--- config.mk ---
export PLATFORM = sky130hd
export DESIGN_NAME = tsss_top
export DESIGN_NICKNAME = d
export VERILOG_FILES = /design/src/rtl/tsss_pkg.sv /design/src/rtl/tsss_top.sv
export VERILOG_INCLUDE_DIRS = /design/src /design/src/rtl
export SDC_FILE = /design/constraint.sdc
export NUM_CORES = 1
export LEC_CHECK = 0
export ABC_AREA = 1
export BUFFER_PORTS_ARGS = -buffer_cell sky130_fd_sc_hd__clkbuf_2
export CAP_MARGIN = 20
export CORE_MARGIN = 2
export CORE_UTILIZATION = 25
export CTS_BUF_LIST = sky130_fd_sc_hd__clkbuf_8
export CTS_CLUSTER_SIZE = 25
export DETAILED_ROUTE_END_ITERATION = 12
export GPL_ROUTABILITY_DRIVEN = 0
export MAX_ROUTING_LAYER = met4
export PLACE_DENSITY_LB_ADDON = 0.1
export SYNTH_ARGS = -nofsm -noshare
export SYNTH_HDL_FRONTEND = slang
export SYNTH_SLANG_ARGS = --single-unit
--- constraint.sdc ---
create_clock -name clock_i -period 1.5 [get_ports clock_i]
set_clock_uncertainty 0.05 [all_clocks]
set_input_delay 0.15 -clock clock_i [delete_from_list [all_inputs] [get_ports clock_i]]
set_output_delay 0.15 -clock clock_i [all_outputs]
set_load 0.01 [all_outputs]
--- src/rtl/tsss_defs.svh ---
// Constants for the timing signal source select block.
`ifndef TSSS_DEFS_SVH
`define TSSS_DEFS_SVH

// Register word offsets (byte addresses).
`define TSSS_ADDR_W 8
`define TSSS_OFS_GATE_DLY 8'h00
`define TSSS_OFS_SYNC_DLY 8'h04
`define TSSS_OFS_SRC_SEL 8'h0C
`define TSSS_OFS_SW_GATE 8'h10
`define TSSS_OFS_SW_SYNC 8'h14
`define TSSS_OFS_SW_PPS 8'h18
`define TSSS_OFS_STATUS 8'h1C
`define TSSS_OFS_IRQ_EN 8'h20
`define TSSS_OFS_IRQ_STAT 8'h24
`define TSSS_OFS_IRQ_FLAG 8'h28

// Source select field positions.
`define TSSS_SEL_MASTER_BIT 0
`define TSSS_SEL_GOUT_LSB 4
`define TSSS_SEL_GEVT_LSB 8
`define TSSS_SEL_SOUT_LSB 12
`define TSSS_SEL_SEVT_LSB 16
`define TSSS_SEL_PPS_LSB 20
`define TSSS_SEL_FLD_W 4

// Tap delay field and build-time limits.
`define TSSS_TAP_W 9
`define TSSS_TAP_MAX 511
`define TSSS_CYC_DLY_MAX 16

// Interrupt flag bits: rise/fall for gate, sync, pps.
`define TSSS_NUM_EVT 6

`endif

--- src/rtl/tsss_pkg.sv ---
// Types for the timing signal source select block.
`default_nettype none
package tsss_pkg;
  // One timing event sample for the stream port.
  typedef struct packed {
    logic pps;
    logic sync;
    logic gate;
  } tsss_evt_type;

  // Register bus request.
  typedef struct packed {
    logic wr;
    logic rd;
    logic [7:0] addr;
    logic [31:0] wdata;
  } tsss_bus_type;
endpackage : tsss_pkg
`default_nettype wire

--- src/rtl/tsss_top.sv ---
// Timing signal source selection, delay, edge events and register file.
//
// The register offsets and the address-and-strobe port are this design's own decisions.
`timescale 1ns/1ps
`default_nettype none
`include "tsss_defs.svh"

// What this block does
// - Select outgoing gate from four sources
// - Select event gate, inputs true or inverted
// - Select outgoing sync, including gate edges
// - Select event sync, including gate edges
// - Select pulse-per-second from many sources
// - Outgoing lines pass only when master set
// - Events on both edges of each signal
// - LED shows selected source state
// - Programmable tap delay on incoming lines
// - Build-time whole-cycle delay on inputs
// - Registers live in sample clock domain
// - Software reaches registers as bus slave
// - Stream timing event data out
// - Master resends panel signals single-ended
// - Master bit enables external line drivers
// - Interrupt enable, status, flag registers present
// - Termination and buffer mode selectable
// - Reset gate tap delay is build value
// - Master build flag enables single-ended copies
module tsss_top #(
  parameter bit build_as_master_flag = 1'b1,
  parameter logic [8:0] initial_gate_tap_delay = 9'h000,
  parameter int cyc_dly = 2,
  parameter bit term_enable = 1'b1,
  parameter bit low_power_buf = 1'b0
) (
  // Clock and reset.
  input wire logic clock_i,
  input wire logic rst_i,
  // Register port.
  input wire tsss_pkg::tsss_bus_type bus_i,
  output logic [31:0] rdata_o,
  // Panel and user inputs.
  input wire logic lvttl_gate_i,
  input wire logic ssmc_gate_i,
  input wire logic lvds_gate_i,
  input wire logic lvttl_sync_i,
  input wire logic lvds_sync_i,
  input wire logic user_gate_i,
  input wire logic user_sync_i,
  input wire logic user_pps_i,
  // Outgoing lines and board controls.
  output logic gate_out_o,
  output logic sync_out_o,
  output logic drv_en_o,
  output logic led_o,
  output logic term_en_o,
  output logic low_power_o,
  output logic [8:0] gate_tap_o,
  output logic [8:0] sync_tap_o,
  // Single-ended copies for a second instance.
  output logic se_gate_o,
  output logic se_ssmc_o,
  output logic se_sync_o,
  // Timing event stream.
  output tsss_pkg::tsss_evt_type evt_tdata_o,
  output logic evt_tvalid_o,
  // Interrupt request level.
  output logic irq_o
);
  import tsss_pkg::*;

  // ==========================================================
  // Input synchronisers and whole-cycle delay
  // ==========================================================
  localparam int NIN = 8;
  logic [NIN-1:0] raw_in;
  logic [NIN-1:0] s1_q;
  logic [NIN-1:0] s2_q;
  logic [NIN-1:0] dl_q [`TSSS_CYC_DLY_MAX];
  logic [NIN-1:0] in_d;

  assign raw_in = {user_pps_i, user_sync_i, user_gate_i, lvds_sync_i,
                   lvttl_sync_i, lvds_gate_i, ssmc_gate_i, lvttl_gate_i};

  // Two flops bring pins into the sample clock domain.
  always_ff @(posedge clock_i) begin
    if (rst_i) begin
      s1_q <= '0;
      s2_q <= '0;
    end else begin
      s1_q <= raw_in;
      s2_q <= s1_q;
    end
  end

  // Shift line adds the build-time cable delay to panel inputs.
  for (genvar gi = 0; gi < `TSSS_CYC_DLY_MAX; gi++) begin : g_dl
    logic [NIN-1:0] src;
    if (gi == 0) begin : g_head
      assign src = s2_q;
    end else begin : g_tail
      assign src = dl_q[gi-1];
    end
    always_ff @(posedge clock_i) begin
      if (rst_i) begin
        dl_q[gi] <= '0;
      end else begin
        dl_q[gi] <= src;
      end
    end
  end
  if (cyc_dly == 0) begin : g_nodly
    assign in_d = s2_q;
  end else begin : g_dly
    assign in_d = dl_q[cyc_dly-1];
  end

  logic i_lg, i_sg, i_dg, i_ls, i_ds, u_g, u_s, u_p;
  assign {u_p, u_s, u_g, i_ds, i_ls, i_dg, i_sg, i_lg} = in_d;

  // ==========================================================
  // Registers
  // ==========================================================
  logic [8:0] gate_tap_q, sync_tap_q;
  logic [31:0] sel_q;
  logic sw_gate_q, sw_sync_q, sw_pps_q;
  logic [`TSSS_NUM_EVT-1:0] irq_en_q, irq_flag_q, edge_ev;

  // Software writes; gate tap delay starts at build value.
  always_ff @(posedge clock_i) begin
    if (rst_i) begin
      gate_tap_q <= initial_gate_tap_delay;
      sync_tap_q <= '0;
      sel_q <= '0;
      sw_gate_q <= 1'b0;
      sw_sync_q <= 1'b0;
      sw_pps_q <= 1'b0;
      irq_en_q <= '0;
    end else if (bus_i.wr) begin
      if (bus_i.addr == `TSSS_OFS_GATE_DLY) begin
        gate_tap_q <= bus_i.wdata[`TSSS_TAP_W-1:0];
      end else if (bus_i.addr == `TSSS_OFS_SYNC_DLY) begin
        sync_tap_q <= bus_i.wdata[`TSSS_TAP_W-1:0];
      end else if (bus_i.addr == `TSSS_OFS_SRC_SEL) begin
        sel_q <= bus_i.wdata;
      end else if (bus_i.addr == `TSSS_OFS_SW_GATE) begin
        sw_gate_q <= bus_i.wdata[0];
      end else if (bus_i.addr == `TSSS_OFS_SW_SYNC) begin
        sw_sync_q <= bus_i.wdata[0];
      end else if (bus_i.addr == `TSSS_OFS_SW_PPS) begin
        sw_pps_q <= bus_i.wdata[0];
      end else if (bus_i.addr == `TSSS_OFS_IRQ_EN) begin
        irq_en_q <= bus_i.wdata[`TSSS_NUM_EVT-1:0];
      end
    end
  end

  // ==========================================================
  // Source selection
  // ==========================================================
  logic [3:0] f_go, f_ge, f_so, f_se, f_pp;
  logic ev_gate_q, gate_prev_q, gate_edge;
  logic gout, gevt, sout, sevt, pps;
  assign f_go = sel_q[`TSSS_SEL_GOUT_LSB +: `TSSS_SEL_FLD_W];
  assign f_ge = sel_q[`TSSS_SEL_GEVT_LSB +: `TSSS_SEL_FLD_W];
  assign f_so = sel_q[`TSSS_SEL_SOUT_LSB +: `TSSS_SEL_FLD_W];
  assign f_se = sel_q[`TSSS_SEL_SEVT_LSB +: `TSSS_SEL_FLD_W];
  assign f_pp = sel_q[`TSSS_SEL_PPS_LSB +: `TSSS_SEL_FLD_W];
  assign gate_edge = ev_gate_q ^ gate_prev_q;

  // Codes: even true, odd inverted; unlisted codes give low.
  always_comb begin
    case (f_go)
      4'h0: gout = sw_gate_q;
      4'h1: gout = ~sw_gate_q;
      4'h2: gout = i_lg;
      4'h3: gout = ~i_lg;
      4'h4: gout = i_sg;
      4'h5: gout = ~i_sg;
      4'h6: gout = u_g;
      default: gout = 1'b0;
    endcase
    case (f_ge)
      4'h0: gevt = sw_gate_q;
      4'h2: gevt = i_lg;
      4'h3: gevt = ~i_lg;
      4'h4: gevt = i_sg;
      4'h5: gevt = ~i_sg;
      4'h6: gevt = i_dg;
      4'h7: gevt = ~i_dg;
      default: gevt = 1'b0;
    endcase
    case (f_so)
      4'h0: sout = sw_sync_q;
      4'h1: sout = ~sw_sync_q;
      4'h2: sout = i_ls;
      4'h3: sout = ~i_ls;
      4'h4: sout = gate_edge;
      4'h6: sout = u_s;
      default: sout = 1'b0;
    endcase
    case (f_se)
      4'h0: sevt = sw_sync_q;
      4'h2: sevt = i_ls;
      4'h3: sevt = ~i_ls;
      4'h4: sevt = gate_edge;
      4'h6: sevt = i_ds;
      4'h7: sevt = ~i_ds;
      default: sevt = 1'b0;
    endcase
    case (f_pp)
      4'h0: pps = sw_pps_q;
      4'h2: pps = i_ls;
      4'h3: pps = ~i_ls;
      4'h4: pps = gate_edge;
      4'h6: pps = i_ds;
      4'h7: pps = ~i_ds;
      4'h8: pps = i_lg;
      4'h9: pps = ~i_lg;
      4'hA: pps = i_sg;
      4'hB: pps = ~i_sg;
      4'hC: pps = u_p;
      default: pps = 1'b0;
    endcase
  end

  // ==========================================================
  // Outputs, events and edge flags
  // ==========================================================
  logic sync_q, pps_q, sync_prev_q, pps_prev_q, master_q;
  assign master_q = sel_q[`TSSS_SEL_MASTER_BIT];

  // Registered selections and their previous samples.
  always_ff @(posedge clock_i) begin
    if (rst_i) begin
      ev_gate_q <= 1'b0;
      sync_q <= 1'b0;
      pps_q <= 1'b0;
      gate_prev_q <= 1'b0;
      sync_prev_q <= 1'b0;
      pps_prev_q <= 1'b0;
      gate_out_o <= 1'b0;
      sync_out_o <= 1'b0;
      evt_tdata_o <= '0;
      evt_tvalid_o <= 1'b0;
      led_o <= 1'b0;
    end else begin
      ev_gate_q <= gevt;
      sync_q <= sevt;
      pps_q <= pps;
      gate_prev_q <= ev_gate_q;
      sync_prev_q <= sync_q;
      pps_prev_q <= pps_q;
      gate_out_o <= gout & master_q;
      sync_out_o <= sout & master_q;
      evt_tdata_o <= '{pps: pps_q, sync: sync_q, gate: ev_gate_q};
      evt_tvalid_o <= 1'b1;
      led_o <= ev_gate_q;
    end
  end

  assign edge_ev = {pps_q & ~pps_prev_q, ~pps_q & pps_prev_q,
                    sync_q & ~sync_prev_q, ~sync_q & sync_prev_q,
                    ev_gate_q & ~gate_prev_q, ~ev_gate_q & gate_prev_q};

  // Sticky flags; a set in the clearing cycle wins.
  always_ff @(posedge clock_i) begin
    if (rst_i) begin
      irq_flag_q <= '0;
    end else if (bus_i.wr && bus_i.addr == `TSSS_OFS_IRQ_FLAG) begin
      irq_flag_q <= (irq_flag_q & ~bus_i.wdata[`TSSS_NUM_EVT-1:0]) | edge_ev;
    end else begin
      irq_flag_q <= irq_flag_q | edge_ev;
    end
  end
  assign irq_o = |(irq_flag_q & irq_en_q);

  assign drv_en_o = master_q;
  assign gate_tap_o = gate_tap_q;
  assign sync_tap_o = sync_tap_q;
  assign term_en_o = term_enable;
  assign low_power_o = low_power_buf;
  assign se_gate_o = build_as_master_flag & s2_q[0];
  assign se_ssmc_o = build_as_master_flag & s2_q[1];
  assign se_sync_o = build_as_master_flag & s2_q[3];

  // Read data one cycle after the strobe; unmapped reads zero.
  always_ff @(posedge clock_i) begin
    if (rst_i) begin
      rdata_o <= '0;
    end else if (bus_i.rd) begin
      if (bus_i.addr == `TSSS_OFS_GATE_DLY) rdata_o <= {23'h0, gate_tap_q};
      else if (bus_i.addr == `TSSS_OFS_SYNC_DLY) rdata_o <= {23'h0, sync_tap_q};
      else if (bus_i.addr == `TSSS_OFS_SRC_SEL) rdata_o <= sel_q;
      else if (bus_i.addr == `TSSS_OFS_SW_GATE) rdata_o <= {31'h0, sw_gate_q};
      else if (bus_i.addr == `TSSS_OFS_SW_SYNC) rdata_o <= {31'h0, sw_sync_q};
      else if (bus_i.addr == `TSSS_OFS_SW_PPS) rdata_o <= {31'h0, sw_pps_q};
      else if (bus_i.addr == `TSSS_OFS_STATUS) rdata_o <= {29'h0, pps_q, sync_q, ev_gate_q};
      else if (bus_i.addr == `TSSS_OFS_IRQ_EN) rdata_o <= {26'h0, irq_en_q};
      else if (bus_i.addr == `TSSS_OFS_IRQ_STAT) rdata_o <= {26'h0, irq_flag_q & irq_en_q};
      else if (bus_i.addr == `TSSS_OFS_IRQ_FLAG) rdata_o <= {26'h0, irq_flag_q};
      else rdata_o <= '0;
    end else begin
      rdata_o <= '0;
    end
  end
endmodule : tsss_top
`default_nettype wire

# Word-level counts from Yosys, hierarchy flattened
# Memory sizes are Yosys's and may differ from the RTL's.
# Index checks and enable logic that the tools add are counted.
classes:
  n_eq_ne: 41
  n_mux: 35
  bitwise_logic: 50
  n_reduce_logical: 17
ops:
  columns: ["op", "n"]
  rows:
  - ["$mux W8", 16]
  - ["$eq A4 B3 Y1 const B", 15]
  - ["$mux W6", 8]
  - ["$eq A4 B2 Y1 const B", 10]
  - ["$eq A8 B5 Y1 const B", 4]
  - ["$mux W32", 1]
  - ["$eq A8 B6 Y1 const B", 3]
  - ["$eq A4 B4 Y1 const B", 5]
  - ["$logic_not A4 Y1", 5]
  - ["$not A1 Y1", 20]
  - ["$mux W9", 2]
  - ["$or A1 B1 Y1", 16]
  - ["$pmux W1 S7", 2]
  - ["$and A6 B6 Y6", 2]
  - ["$or A6 B6 Y6", 2]
  - ["$pmux W1 S6", 2]
  - ["$pmux W1 S11", 1]
  - ["$and A1 B1 Y1", 8]
  - ["$eq A4 B1 Y1 const B", 2]
  - ["$eq A8 B3 Y1 const B", 1]
  - ["$eq A8 B4 Y1 const B", 1]
  - ["$logic_not A8 Y1", 1]
  - ["$reduce_and A8 Y1", 1]
  - ["$reduce_and A7 Y1", 1]
  - ["12 further kinds", 14]
word_totals:
  reg_bits: 122
  ramBits: 128
  inputBits: 52
  out_inout_bits: 64
  mem_count: 1
memory_table:
  columns: ["memory", "words", "width", "read_ports", "rd_clocked_by_memory_dff", "write_ports", "line", "rtl"]
  rows:
  - ["dl_q", 16, 8, 15, 0, 16, "tsss_top.sv:78", "logic [NIN-1:0] dl_q [`TSSS_CYC_DLY_MAX];"]

# Logic depth before layout (Yosys ltp)
# Gate-level depths: netlist of the first run.
depth:
  depth_word: 11
  ltp_mapped: 11

# Worst setup path after synthesis of the first run
# OpenSTA, ideal clock, no wires.
synth_timing:
  path_kind: "input -> register"
  from: "in bus_i[39] (netlist name)"
  to: "reg sel_q[13]"
  setup_time_ns: 0.146
  arrival_time_ns: 1.055
  required_time_ns: 1.304
  setup_slack_ns: 0.249
  cell_stages: 7
  path_buffers: 1
  path_cell_list: "nor2_2 > nand3_4 > nor3_4 > nand2_4 > buf_2 > nor2_1 > a211oi_2"
synth_via:
  elab_chain_len: 3
  word_cells_on_any_way: 6
  classes_between: "2 x eq/ne; 2 x bitwise; 2 x reduce/logical"
synth_rtl:
  columns: ["element", "line", "rtl"]
  rows:
  - ["start: declaration", "tsss_top.sv:39", "input wire tsss_pkg::tsss_bus_type bus_i,"]
  - ["$eq A8 B3 Y1 (no source line) or $logic_not A8 Y1 (tied branches)", null, null]
  - ["$not A1 Y1 (no source line)", null, null]
  - ["$reduce_and A4 Y1 (no source line) (*)", null, null]
  - ["end signal: assignment", "tsss_top.sv:144", "sel_q <= bus_i.wdata;"]
  - ["end: declaration", "tsss_top.sv:124", "logic [31:0] sel_q;"]
# Mark *: on every way between the ends. The rest lies on a longest branch, timed or not.
# A chain may end at the register's enable or synchronous reset.

# Final worst setup path of the first run
layout_timing:
  from: "reg irq_en_q[5]"
  to: "out irq_o"
layout_via:
  elab_chain_len: 2
layout_rtl:
  columns: ["element", "line", "rtl"]
  rows:
  - ["start: declaration", "tsss_top.sv:126", "logic [`TSSS_NUM_EVT-1:0] irq_en_q, irq_flag_q, edge_ev;"]
  - ["start signal: assignment", "tsss_top.sv:152", "irq_en_q <= bus_i.wdata[`TSSS_NUM_EVT-1:0];"]
  - ["$and A6 B6 Y6", "tsss_top.sv:275", "assign irq_o = |(irq_flag_q & irq_en_q);"]
  - ["$reduce_or A6 Y1", "tsss_top.sv:275", null]
  - ["end: declaration", "tsss_top.sv:67", "output logic irq_o"]
# No other way between the ends.

==> results of run 1 <==
## metrics by stage
stage / cell area, sq um / std cells / setup slack, ns / hold slack (ns) / setup TNS [ns]
finish: 7183 / 1080 / 0.02712 / 0.04163 / 0
global route: 7183 / 1080 / -0.04011 / 0.03538 / -0.04011
detailed placement: 6285 / 1003 / -0.1051 / 0.2967 / -0.5745
global placement: 6285 / 1003 / -0.08313 / 0.2930 / -0.4744
floorplan: 5348 / 622 / 0.2487 / 0.2070 / 0
CTS: 7177 / 1080 / -0.01017 / 0.01154 / -0.01017
## metal layers
metal  wire (um)  GRT usage, %
met5           0             -
met3         724         3.030
met1        6986         18.03
met4         227         4.764
met2        6924         22.47
## worst reg2reg max path: stages, from the launching register on
cell                       delay (ns)
sky130_fd_sc_hd__dfxtp_1         0.30
sky130_fd_sc_hd__inv_1           0.14
sky130_fd_sc_hd__a21oi_1         0.06
sky130_fd_sc_hd__o21ai_1         0.12
sky130_fd_sc_hd__a31oi_1         0.12
sky130_fd_sc_hd__a311oi_2        0.29
sky130_fd_sc_hd__buf_4           0.16
## what timing repair did
| item | in CTS | in global routing |
|---|---|---|
| setup endpoints to repair | 1 | 2 |
| setup buffers | 6 | 0 |
| hold buffers | 39 | 0 |
| hold endpoints to repair | 59 | 0 |
| pin swaps | 2 | 0 |
| resized for setup | 11 | 2 |
## registers in the layout, indices dropped and copies added (netlist names), 8 cells and up
name	flops
dl_q	16
g_dl.src	8
gate_tap_o	9
rdata_o	32
s1_q	8
sel_q	32
sync_tap_o	9
## cell families after synthesis
group / Yosys count / synth area share (%)
buffers and inverters: 136 / 11.02
flip-flops: 138 / 51.66
adder cells (fa/ha/maj): 2 / 0.4679
AO/OA/AOI/OAI: 147 / 19.54
AND/OR/NAND/NOR: 197 / 17.17
other: 2 / 0.1404
## power by group through the flow
stage / Sequential (mW) / Combinational [mW] / Clock, mW
detailed placement: 3.79 / 0.309 / 0
global route: 3.71 / 0.428 / 3.62
floorplan: 3.79 / 0.150 / 0
CTS: 3.71 / 0.390 / 3.47
finish: 3.71 / 0.383 / 3.35
global placement: 3.79 / 0.308 / 0
## area by class of cell
cell class	instances	area, sq um
clock buffer	19	261.5
clock inverter	13	176.4
fill	2234	13840
inverter	109	414.1
multi-input combinational	348	2012
sequential	138	2771
tap	275	344.1
timing repair buffer	178	1204
## worst min-delay path by stage
stage	from	endpoint	slack (ns)	depth (start not counted)
after floorplan	lvttl_gate_i	s1_q[0]	0.21	2
after global routing	bus_i[0]	sw_pps_q	0.04	3
final	bus_i[0]	sw_pps_q	0.04	3
after detailed placement	ssmc_gate_i	s1_q[1]	0.30	3
after global placement	ssmc_gate_i	s1_q[1]	0.29	3
after CTS	bus_i[0]	sw_pps_q	0.01	3
## placed cells by master, fill, tap and decap left out, types with 3 or more instances in the layout
cell / instances
sky130_fd_sc_hd__inv_1: 108
sky130_fd_sc_hd__nand4_1: 5
sky130_fd_sc_hd__buf_4: 23
sky130_fd_sc_hd__dfxtp_1: 131
sky130_fd_sc_hd__nand2_1: 43
sky130_fd_sc_hd__bufinv_16: 4
sky130_fd_sc_hd__nand3b_1: 3
sky130_fd_sc_hd__o22ai_1: 8
sky130_fd_sc_hd__clkinv_2: 3
sky130_fd_sc_hd__nor2_4: 4
sky130_fd_sc_hd__clkinv_4: 3
sky130_fd_sc_hd__a211oi_2: 32
sky130_fd_sc_hd__o211ai_1: 6
sky130_fd_sc_hd__o21ai_0: 43
sky130_fd_sc_hd__dfxtp_2: 7
sky130_fd_sc_hd__buf_12: 4
sky130_fd_sc_hd__nor3_1: 4
sky130_fd_sc_hd__nor2_2: 3
sky130_fd_sc_hd__clkbuf_2: 112
sky130_fd_sc_hd__nand2_2: 6
sky130_fd_sc_hd__dlygate4sd3_1: 39
sky130_fd_sc_hd__a21oi_1: 43
sky130_fd_sc_hd__clkbuf_8: 19
sky130_fd_sc_hd__nand3_1: 17
sky130_fd_sc_hd__a31oi_1: 3
sky130_fd_sc_hd__nor2_1: 105
==> impl_results.rst, run 1 <==
.. list-table::
   :header-rows: 1

   * - Metric
     - Value
   * - Residual antenna-violating net count after detailed routing
     - 0
   * - Critical Path End
     - irq_o
   * - Cells traversed along the worst timing path
     - nand2_2 > nand4_1 > nand3b_1 > clkbuf_2
   * - Share of total power in the clock network
     - a little under half
   * - Kind of end point of the critical path
     - output pin
   * - Register area share after synthesis
     - 51.66%
   * - Number of levels the H-tree was split into
     - 4
   * - Logic gate share of total power
     - 5.1%
   * - Outcome
     - complete, no violations
   * - Hold Fails Final Rpt
     - 0
   * - Clock insertion delay at the later pin of the skew report
     - 0.44 ns
   * - Grt ovf
     - 0
   * - Number of top-level design ports
     - 116
   * - Data required time at the worst endpoint
     - 1.30 ns
   * - Power density of the placed cells
     - 1037 mW/mm^2
   * - Floorplan die area
     - 0.02258 sq mm
   * - Setup repair after global routing missed its margin
     - yes
   * - Final Util
     - 34.17%
   * - Number of failing setup endpoints in the final timing report
     - 0
   * - Final Power
     - roughly 7.4 mW
   * - Buffering stage count on the worst path with inverters included
     - 1
   * - Final antenna diode count
     - 0
   * - Netlist Area Pre-Place
     - 0.005348 sq mm
   * - Vertical die dimension
     - 150.3 um
   * - HPWL after detailed placement
     - around 11 mm
   * - Cells taking the most area after synthesis
     - sky130_fd_sc_hd__dfxtp_1 (52%), sky130_fd_sc_hd__a211oi_2 (7.5%), sky130_fd_sc_hd__inv_1 (7.4%), sky130_fd_sc_hd__nor2_1 (7.4%), sky130_fd_sc_hd__o21ai_0 (4.1%)
   * - Overall global routing resource usage
     - 14.19%
   * - Most repeated cell in the gate-level netlist after synthesis
     - sky130_fd_sc_hd__dfxtp_1
   * - Detailed-route via count
     - 4582
   * - Type of the setup path with the least slack
     - register to output pin
   * - Number of rows in the core area
     - 53
   * - Worst ir drop on vdd
     - 511.5 uV
   * - Number of max-capacitance violations reported
     - 0
   * - Sequential fraction of design power
     - 49.8%
   * - Ratio of cells with drive above 1 in the final layout
     - 29.07%
   * - Area inside the core boundary
     - 0.02102 sq mm
   * - Yosys top cell area share
     - 51.66%
   * - Post-layout nets
     - between 800 and 900
   * - Pre-Repair DR Iteration Count
     - 4
   * - Root Buffer
     - sky130_fd_sc_hd__clkbuf_8
   * - Largest stage delay on the critical path
     - 0.33 ns
   * - Total wirelength of the detailed-routed design
     - 14.86 mm
   * - Max-slew violations
     - 0
   * - Total CTS buffers
     - 17
   * - Switching pwr
     - 1.690 mW
   * - Critical Path Fanout Max
     - 2
   * - Largest area contributor in the synthesized netlist
     - sky130_fd_sc_hd__dfxtp_1
   * - Number of vias per cell after detailed routing
     - approximately 4.2
   * - Crit path launch
     - irq_en_q[5]
   * - Setup slack of the worst register-to-register path
     - 0.20 ns
   * - Total stage count of the critical path
     - 4
   * - Critical register-to-register path endpoint
     - ev_gate_q
   * - Die outline width
     - 150.3 um
   * - Routed len/inst
     - 13.76 um
   * - Clock tree from TritonCTS
     - done
   * - Via count of the first global-routing pass
     - 4623
   * - Synth cell types
     - 37
   * - Type of the worst min-delay path
     - input port to register
   * - P_leak
     - 3.032 nW
   * - Cell internal power dissipation
     - ~5.8 mW
   * - Switching power share of the total
     - 22.70%
   * - Maximum clock rate
     - just under 700 MHz
   * - Post-Synthesis Cells
     - between 600 and 700
   * - Post-Syn Nets
     - 676
   * - FFs w/ async S/R, synth
     - 0%
   * - Period utilization
     - 98.19%
   * - Data arrival at the endpoint of the critical path
     - 1.27 ns
   * - Number of enable flip-flop cells after synthesis
     - 0
   * - Start of the worst register-to-register path
     - sel_q[10]
   * - FF+latch count, synth
     - 138
   * - Number of antenna violations at the first check in global routing
     - 0
   * - Ys flop type
     - sky130_fd_sc_hd__dfxtp_1
   * - Clock-pin slew on the worst setup and hold paths
     - 0.08 ns
   * - Yosys warns
     - 0
   * - Starting DRC count in detailed routing
     - approximately 190
   * - Maximum root-to-sink buffer count
     - 2
   * - Count of unresolved DRC violations after routing
     - 0
   * - Pin count of the biggest net entering global routing
     - 76
   * - Effective utilization at floorplan
     - between 20% and 30%
   * - Standard cell with the maximum stage delay on the critical path
     - sky130_fd_sc_hd__dfxtp_2
   * - Most numerous cell types in the synthesized netlist
     - sky130_fd_sc_hd__dfxtp_1 (138), sky130_fd_sc_hd__inv_1 (106), sky130_fd_sc_hd__nor2_1 (105)
   * - CTS sink cnt
     - 138
   * - Setup crit start kind
     - register
   * - Avg Cell Area, Syn
     - around 8.6 sq um
   * - Final min period
     - 1.473 ns
   * - Area Growth Syn to Fin
     - 34.32%
   * - Cell type group with the largest total delay on the critical path
     - simple AND/OR/NAND/NOR gates
   * - Count of port buffers added during placement
     - 113
   * - Count of cells along the worst register-to-register path
     - 6
   * - First-pass GRT wire length
     - 23.78 mm
Power figures use the tool's default switching activity.
==> run 2: changes to the inputs <==
Settings changed: ABC_AREA 1 to 0.
==> impl_results.rst, run 2 <==
.. list-table::
   :header-rows: 1

   * - Metric
     - Value
   * - Number of vias per cell after detailed routing
     - 4.313 (+1.7%)
   * - Ys flop type
     - sky130_fd_sc_hd__dfxtp_1
   * - Routed len/inst
     - 14.66 um (+6.5%)
   * - Post-CTS Repair Setup Buffers
     - 0 (-6)
   * - Cells taking the most area after synthesis
     - sky130_fd_sc_hd__dfxtp_1 (53%), sky130_fd_sc_hd__nand2_1 (6.7%), sky130_fd_sc_hd__mux2i_1 (5.2%), sky130_fd_sc_hd__nor2b_1 (4.8%), sky130_fd_sc_hd__a21oi_1 (3.7%)
   * - Number of enable flip-flop cells after synthesis
     - 0 (unchanged)
   * - Ratio of cells with drive above 1 in the final layout
     - 30.03% (+0.96 points)
   * - P_leak
     - 2.912 nW (-4.0%)
   * - Number of antenna violations at the first check in global routing
     - 0 (unchanged)
   * - Detailed-route via count
     - 4425 (-3.4%)
   * - Number of max-capacitance violations reported
     - 0 (unchanged)
   * - Worst ir drop on vdd
     - 629.1 uV (+23%)
   * - Die outline width
     - 148.7 um (-1.0%)
   * - Area inside the core boundary
     - 0.02036 sq mm (-3.1%)
   * - Type of the setup path with the least slack
     - register to output pin
   * - Clock insertion delay at the later pin of the skew report
     - 0.43 ns (about the same)
   * - Final min period
     - 1.422 ns (-0.05115 ns)
   * - Worst slew margin relative to its limit
     - 65.46%
   * - Period utilization
     - 94.78% (-3.4 points)
   * - Count of unresolved DRC violations after routing
     - 0 (unchanged)
   * - Yosys warns
     - 0 (unchanged)
   * - Type of the worst min-delay path
     - input port to register
   * - Hold Fails Final Rpt
     - 0 (unchanged)
   * - Data arrival at the endpoint of the critical path
     - 1.22 ns (-0.05 ns)
   * - Post-layout nets
     - 797 (-5.8%)
   * - Slew at the pin closest to its max-slew limit
     - 0.5181 ns
   * - Biggest regs
     - rdata_o (32), sel_q (32), dl_q (16)
   * - Setup slack of the worst register-to-register path
     - 0.12 ns (-0.08 ns)
   * - Floorplan die area
     - 0.02212 sq mm (-2.0%)
   * - Number of levels the H-tree was split into
     - 4 (unchanged)
   * - Overall global routing resource usage
     - 14.33% (+0.14 points)
   * - Most repeated cell in the gate-level netlist after synthesis
     - sky130_fd_sc_hd__dfxtp_1
   * - Count of port buffers added during placement
     - 113 (unchanged)
   * - Effective utilization at floorplan
     - 25.71% (+0.27 points)
   * - Number of top-level design ports
     - 116 (unchanged)
   * - Final Power
     - 7.481 mW (+0.47%)
   * - Starting DRC count in detailed routing
     - 189 (+0.53%)
   * - Clock-pin slew on the worst setup and hold paths
     - 0.08 ns (about the same)
   * - Root Buffer
     - sky130_fd_sc_hd__clkbuf_8
   * - Post-layout instance count excluding filler cells
     - 1026 (-5.0%)
   * - Number of rows in the core area
     - 52 (-1.9%)
   * - Pin count of the biggest net entering global routing
     - 105 (+38%)
   * - Power density of the placed cells
     - 1035 mW/mm^2 (-0.15%)
   * - Final antenna diode count
     - 0 (unchanged)
   * - Setup TNS Final
     - 0 ns (unchanged)
   * - Hold Crit Start
     - bus_i[0]
   * - Most common library cell in the layout ignoring fill and taps
     - sky130_fd_sc_hd__dfxtp_1
   * - Avg Cell Area, Syn
     - 9.350 sq um (+8.8%)
   * - Fill cell count
     - 2098 (-6.1%)
   * - Worst Hold Endpoint
     - sel_q[0]
   * - Outcome
     - complete, no violations
   * - Post-Synthesis Cells
     - 560 (-10%)
   * - Most frequent cells in the layout
     - sky130_fd_sc_hd__dfxtp_1 (135), sky130_fd_sc_hd__clkbuf_2 (112), sky130_fd_sc_hd__nand2_1 (94), sky130_fd_sc_hd__buf_4 (46), sky130_fd_sc_hd__nor2b_1 (40)
   * - Maximum root-to-sink buffer count
     - 2 (unchanged)
   * - Total wirelength of the detailed-routed design
     - 15.04 mm (+1.2%)
   * - Post-placement cell count
     - 955 (-4.8%)
   * - FF+latch count, synth
     - 138 (unchanged)
   * - Setup crit start kind
     - register
   * - Via count of the first global-routing pass
     - 4416 (-4.5%)
   * - Netlist Area Pre-Place
     - 0.005236 sq mm (-2.1%)
   * - Final Util
     - 35.49% (+1.3 points)
   * - Vertical die dimension
     - 148.7 um (-1.0%)
   * - Pre-Repair DR Iteration Count
     - 6 (+2)
   * - Clock tree from TritonCTS
     - done
   * - Most numerous cell types in the synthesized netlist
     - sky130_fd_sc_hd__dfxtp_1 (138), sky130_fd_sc_hd__nand2_1 (94), sky130_fd_sc_hd__nor2b_1 (40)
   * - Grt ovf
     - 0 (unchanged)
   * - FFs w/ async S/R, synth
     - 0% (unchanged)
   * - HPWL after detailed placement
     - 10.78 mm (+1.3%)
   * - Critical register-to-register path endpoint
     - sync_out_o
   * - Setup repair after global routing missed its margin
     - no
   * - Yosys top cell area share
     - 52.76% (+1.1 points)
   * - Total CTS buffers
     - 17 (unchanged)
   * - Synth cell types
     - 45 (+22%)
   * - Count of cells along the worst hold path
     - 3 (unchanged)
   * - First-pass GRT wire length
     - 23.65 mm (-0.58%)
   * - Area of the multi-input gates
     - 0.002277 sq mm (+13%)
   * - Register area share after synthesis
     - 52.76% (+1.1 points)
   * - Max-slew violations
     - 0 (unchanged)
   * - Count of cells along the worst register-to-register path
     - 6 (unchanged)
   * - Data required time at the worst endpoint
     - 1.30 ns (about the same)
   * - Number of failing setup endpoints in the final timing report
     - 0 (unchanged)
   * - CTS sink cnt
     - 138 (unchanged)
   * - Largest area contributor in the synthesized netlist
     - sky130_fd_sc_hd__dfxtp_1
   * - Kind of end point of the critical path
     - output pin
   * - Storage cell area
     - 0.002766 sq mm (-0.18%)
   * - Area Growth Syn to Fin
     - 38.04%
   * - Residual antenna-violating net count after detailed routing
     - 0 (unchanged)
   * - Maximum clock rate
     - 703.4 MHz (+3.6%)
   * - Critical Path Fanout Max
     - 4 (+2)
   * - Start of the worst register-to-register path
     - gate_prev_q
   * - Post-Syn Nets
     - 614 (-9.2%)
-- run 2: cell count changes after synthesis, sizes merged, moves of 12 or more --
cell and change:
nor2b +40, nand2 +44, nor2 -84, o21ai -38
and2 +27, inv -98, nand3 -13, mux2i +27
a211oi -26, clkbuf +12
-- run 2: how the worst max path moves through the flow --
stage                               end           from  slack, ns
final                             irq_o  irq_flag_q[1]       0.08
after global routing              irq_o  irq_flag_q[1]      0.004
after CTS                         irq_o  irq_flag_q[1]      0.006
after detailed placement  sync_tap_o[8]      bus_i[33]      -0.23
after global placement      rdata_o[17]      bus_i[33]      -0.18
after floorplan              sync_out_o    gate_prev_q       0.03
-- run 2: routing by layer --
| metal | GRT usage (%) | vias to the layer above | wire, um |
|---|---|---|---|
| li1 | - | 2241 | - |
| met1 | 17.26 | 2071 | 6982 |
| met2 | 23.03 | 94 | 7151 |
| met3 | 4.110 | 19 | 639 |
| met4 | 4.952 | 0 | 269 |
| met5 | - | - | 0 |
-- run 2: what timing repair did --
action / CTS / global route
endpoints found under the setup margin: 2 / 2
resized for setup: 2 / 6
endpoints found under the hold margin: 52 / 0
pin swaps: 0 / 3
hold buffers: 39 / 0
-- run 2: cell type report --
| class | instances | share of cell area (%) |
|---|---|---|
| flip-flops and latches | 138 | 38.27 |
| multi-input cells | 374 | 31.50 |
| repair buffers | 200 | 18.76 |
| well taps | 270 | 4.674 |
| clock buffers | 20 | 3.808 |
| clock inverters | 12 | 2.354 |
| inverters | 12 | 0.6232 |
-- run 2: worst max-delay path: stages, from the launching register on --
cell,delay (ns)
sky130_fd_sc_hd__dfxtp_2,0.35
sky130_fd_sc_hd__a22oi_2,0.19
sky130_fd_sc_hd__nand3_1,0.11
sky130_fd_sc_hd__clkbuf_2,0.14
-- run 2: power by group --
part           leakage, nW  internal, mW  switching, mW
Clock                0.222          1.94           1.42
Combinational         1.57         0.210          0.206
Sequential            1.12          3.69         0.0109
Total                 2.91          5.84           1.64
-- run 2: logic make-up (layout without fill, tap and decap cells) --
group / after synthesis / in the layout / synth area share, %
simple gates: 238 / 238 / 22.99
flops: 138 / 138 / 52.76
compound gates: 98 / 98 / 12.52
buf+inv: 48 / 244 / 4.444
mux: 34 / 34 / 6.667
fa+ha+maj: 2 / 2 / 0.4778
other cells: 2 / 2 / 0.1434
-- run 2: metrics by stage --
stage	hold WS (ns)	instance area, sq um	worst slack [ns]
final	0.06141	7228	0.07827
after detailed placement	0.3149	6359	-0.2317
after global placement	0.3116	6359	-0.1785
after floorplan	0.2282	5236	0.03178
after CTS	0.02264	7212	0.006158
after global routing	0.03921	7228	0.004165
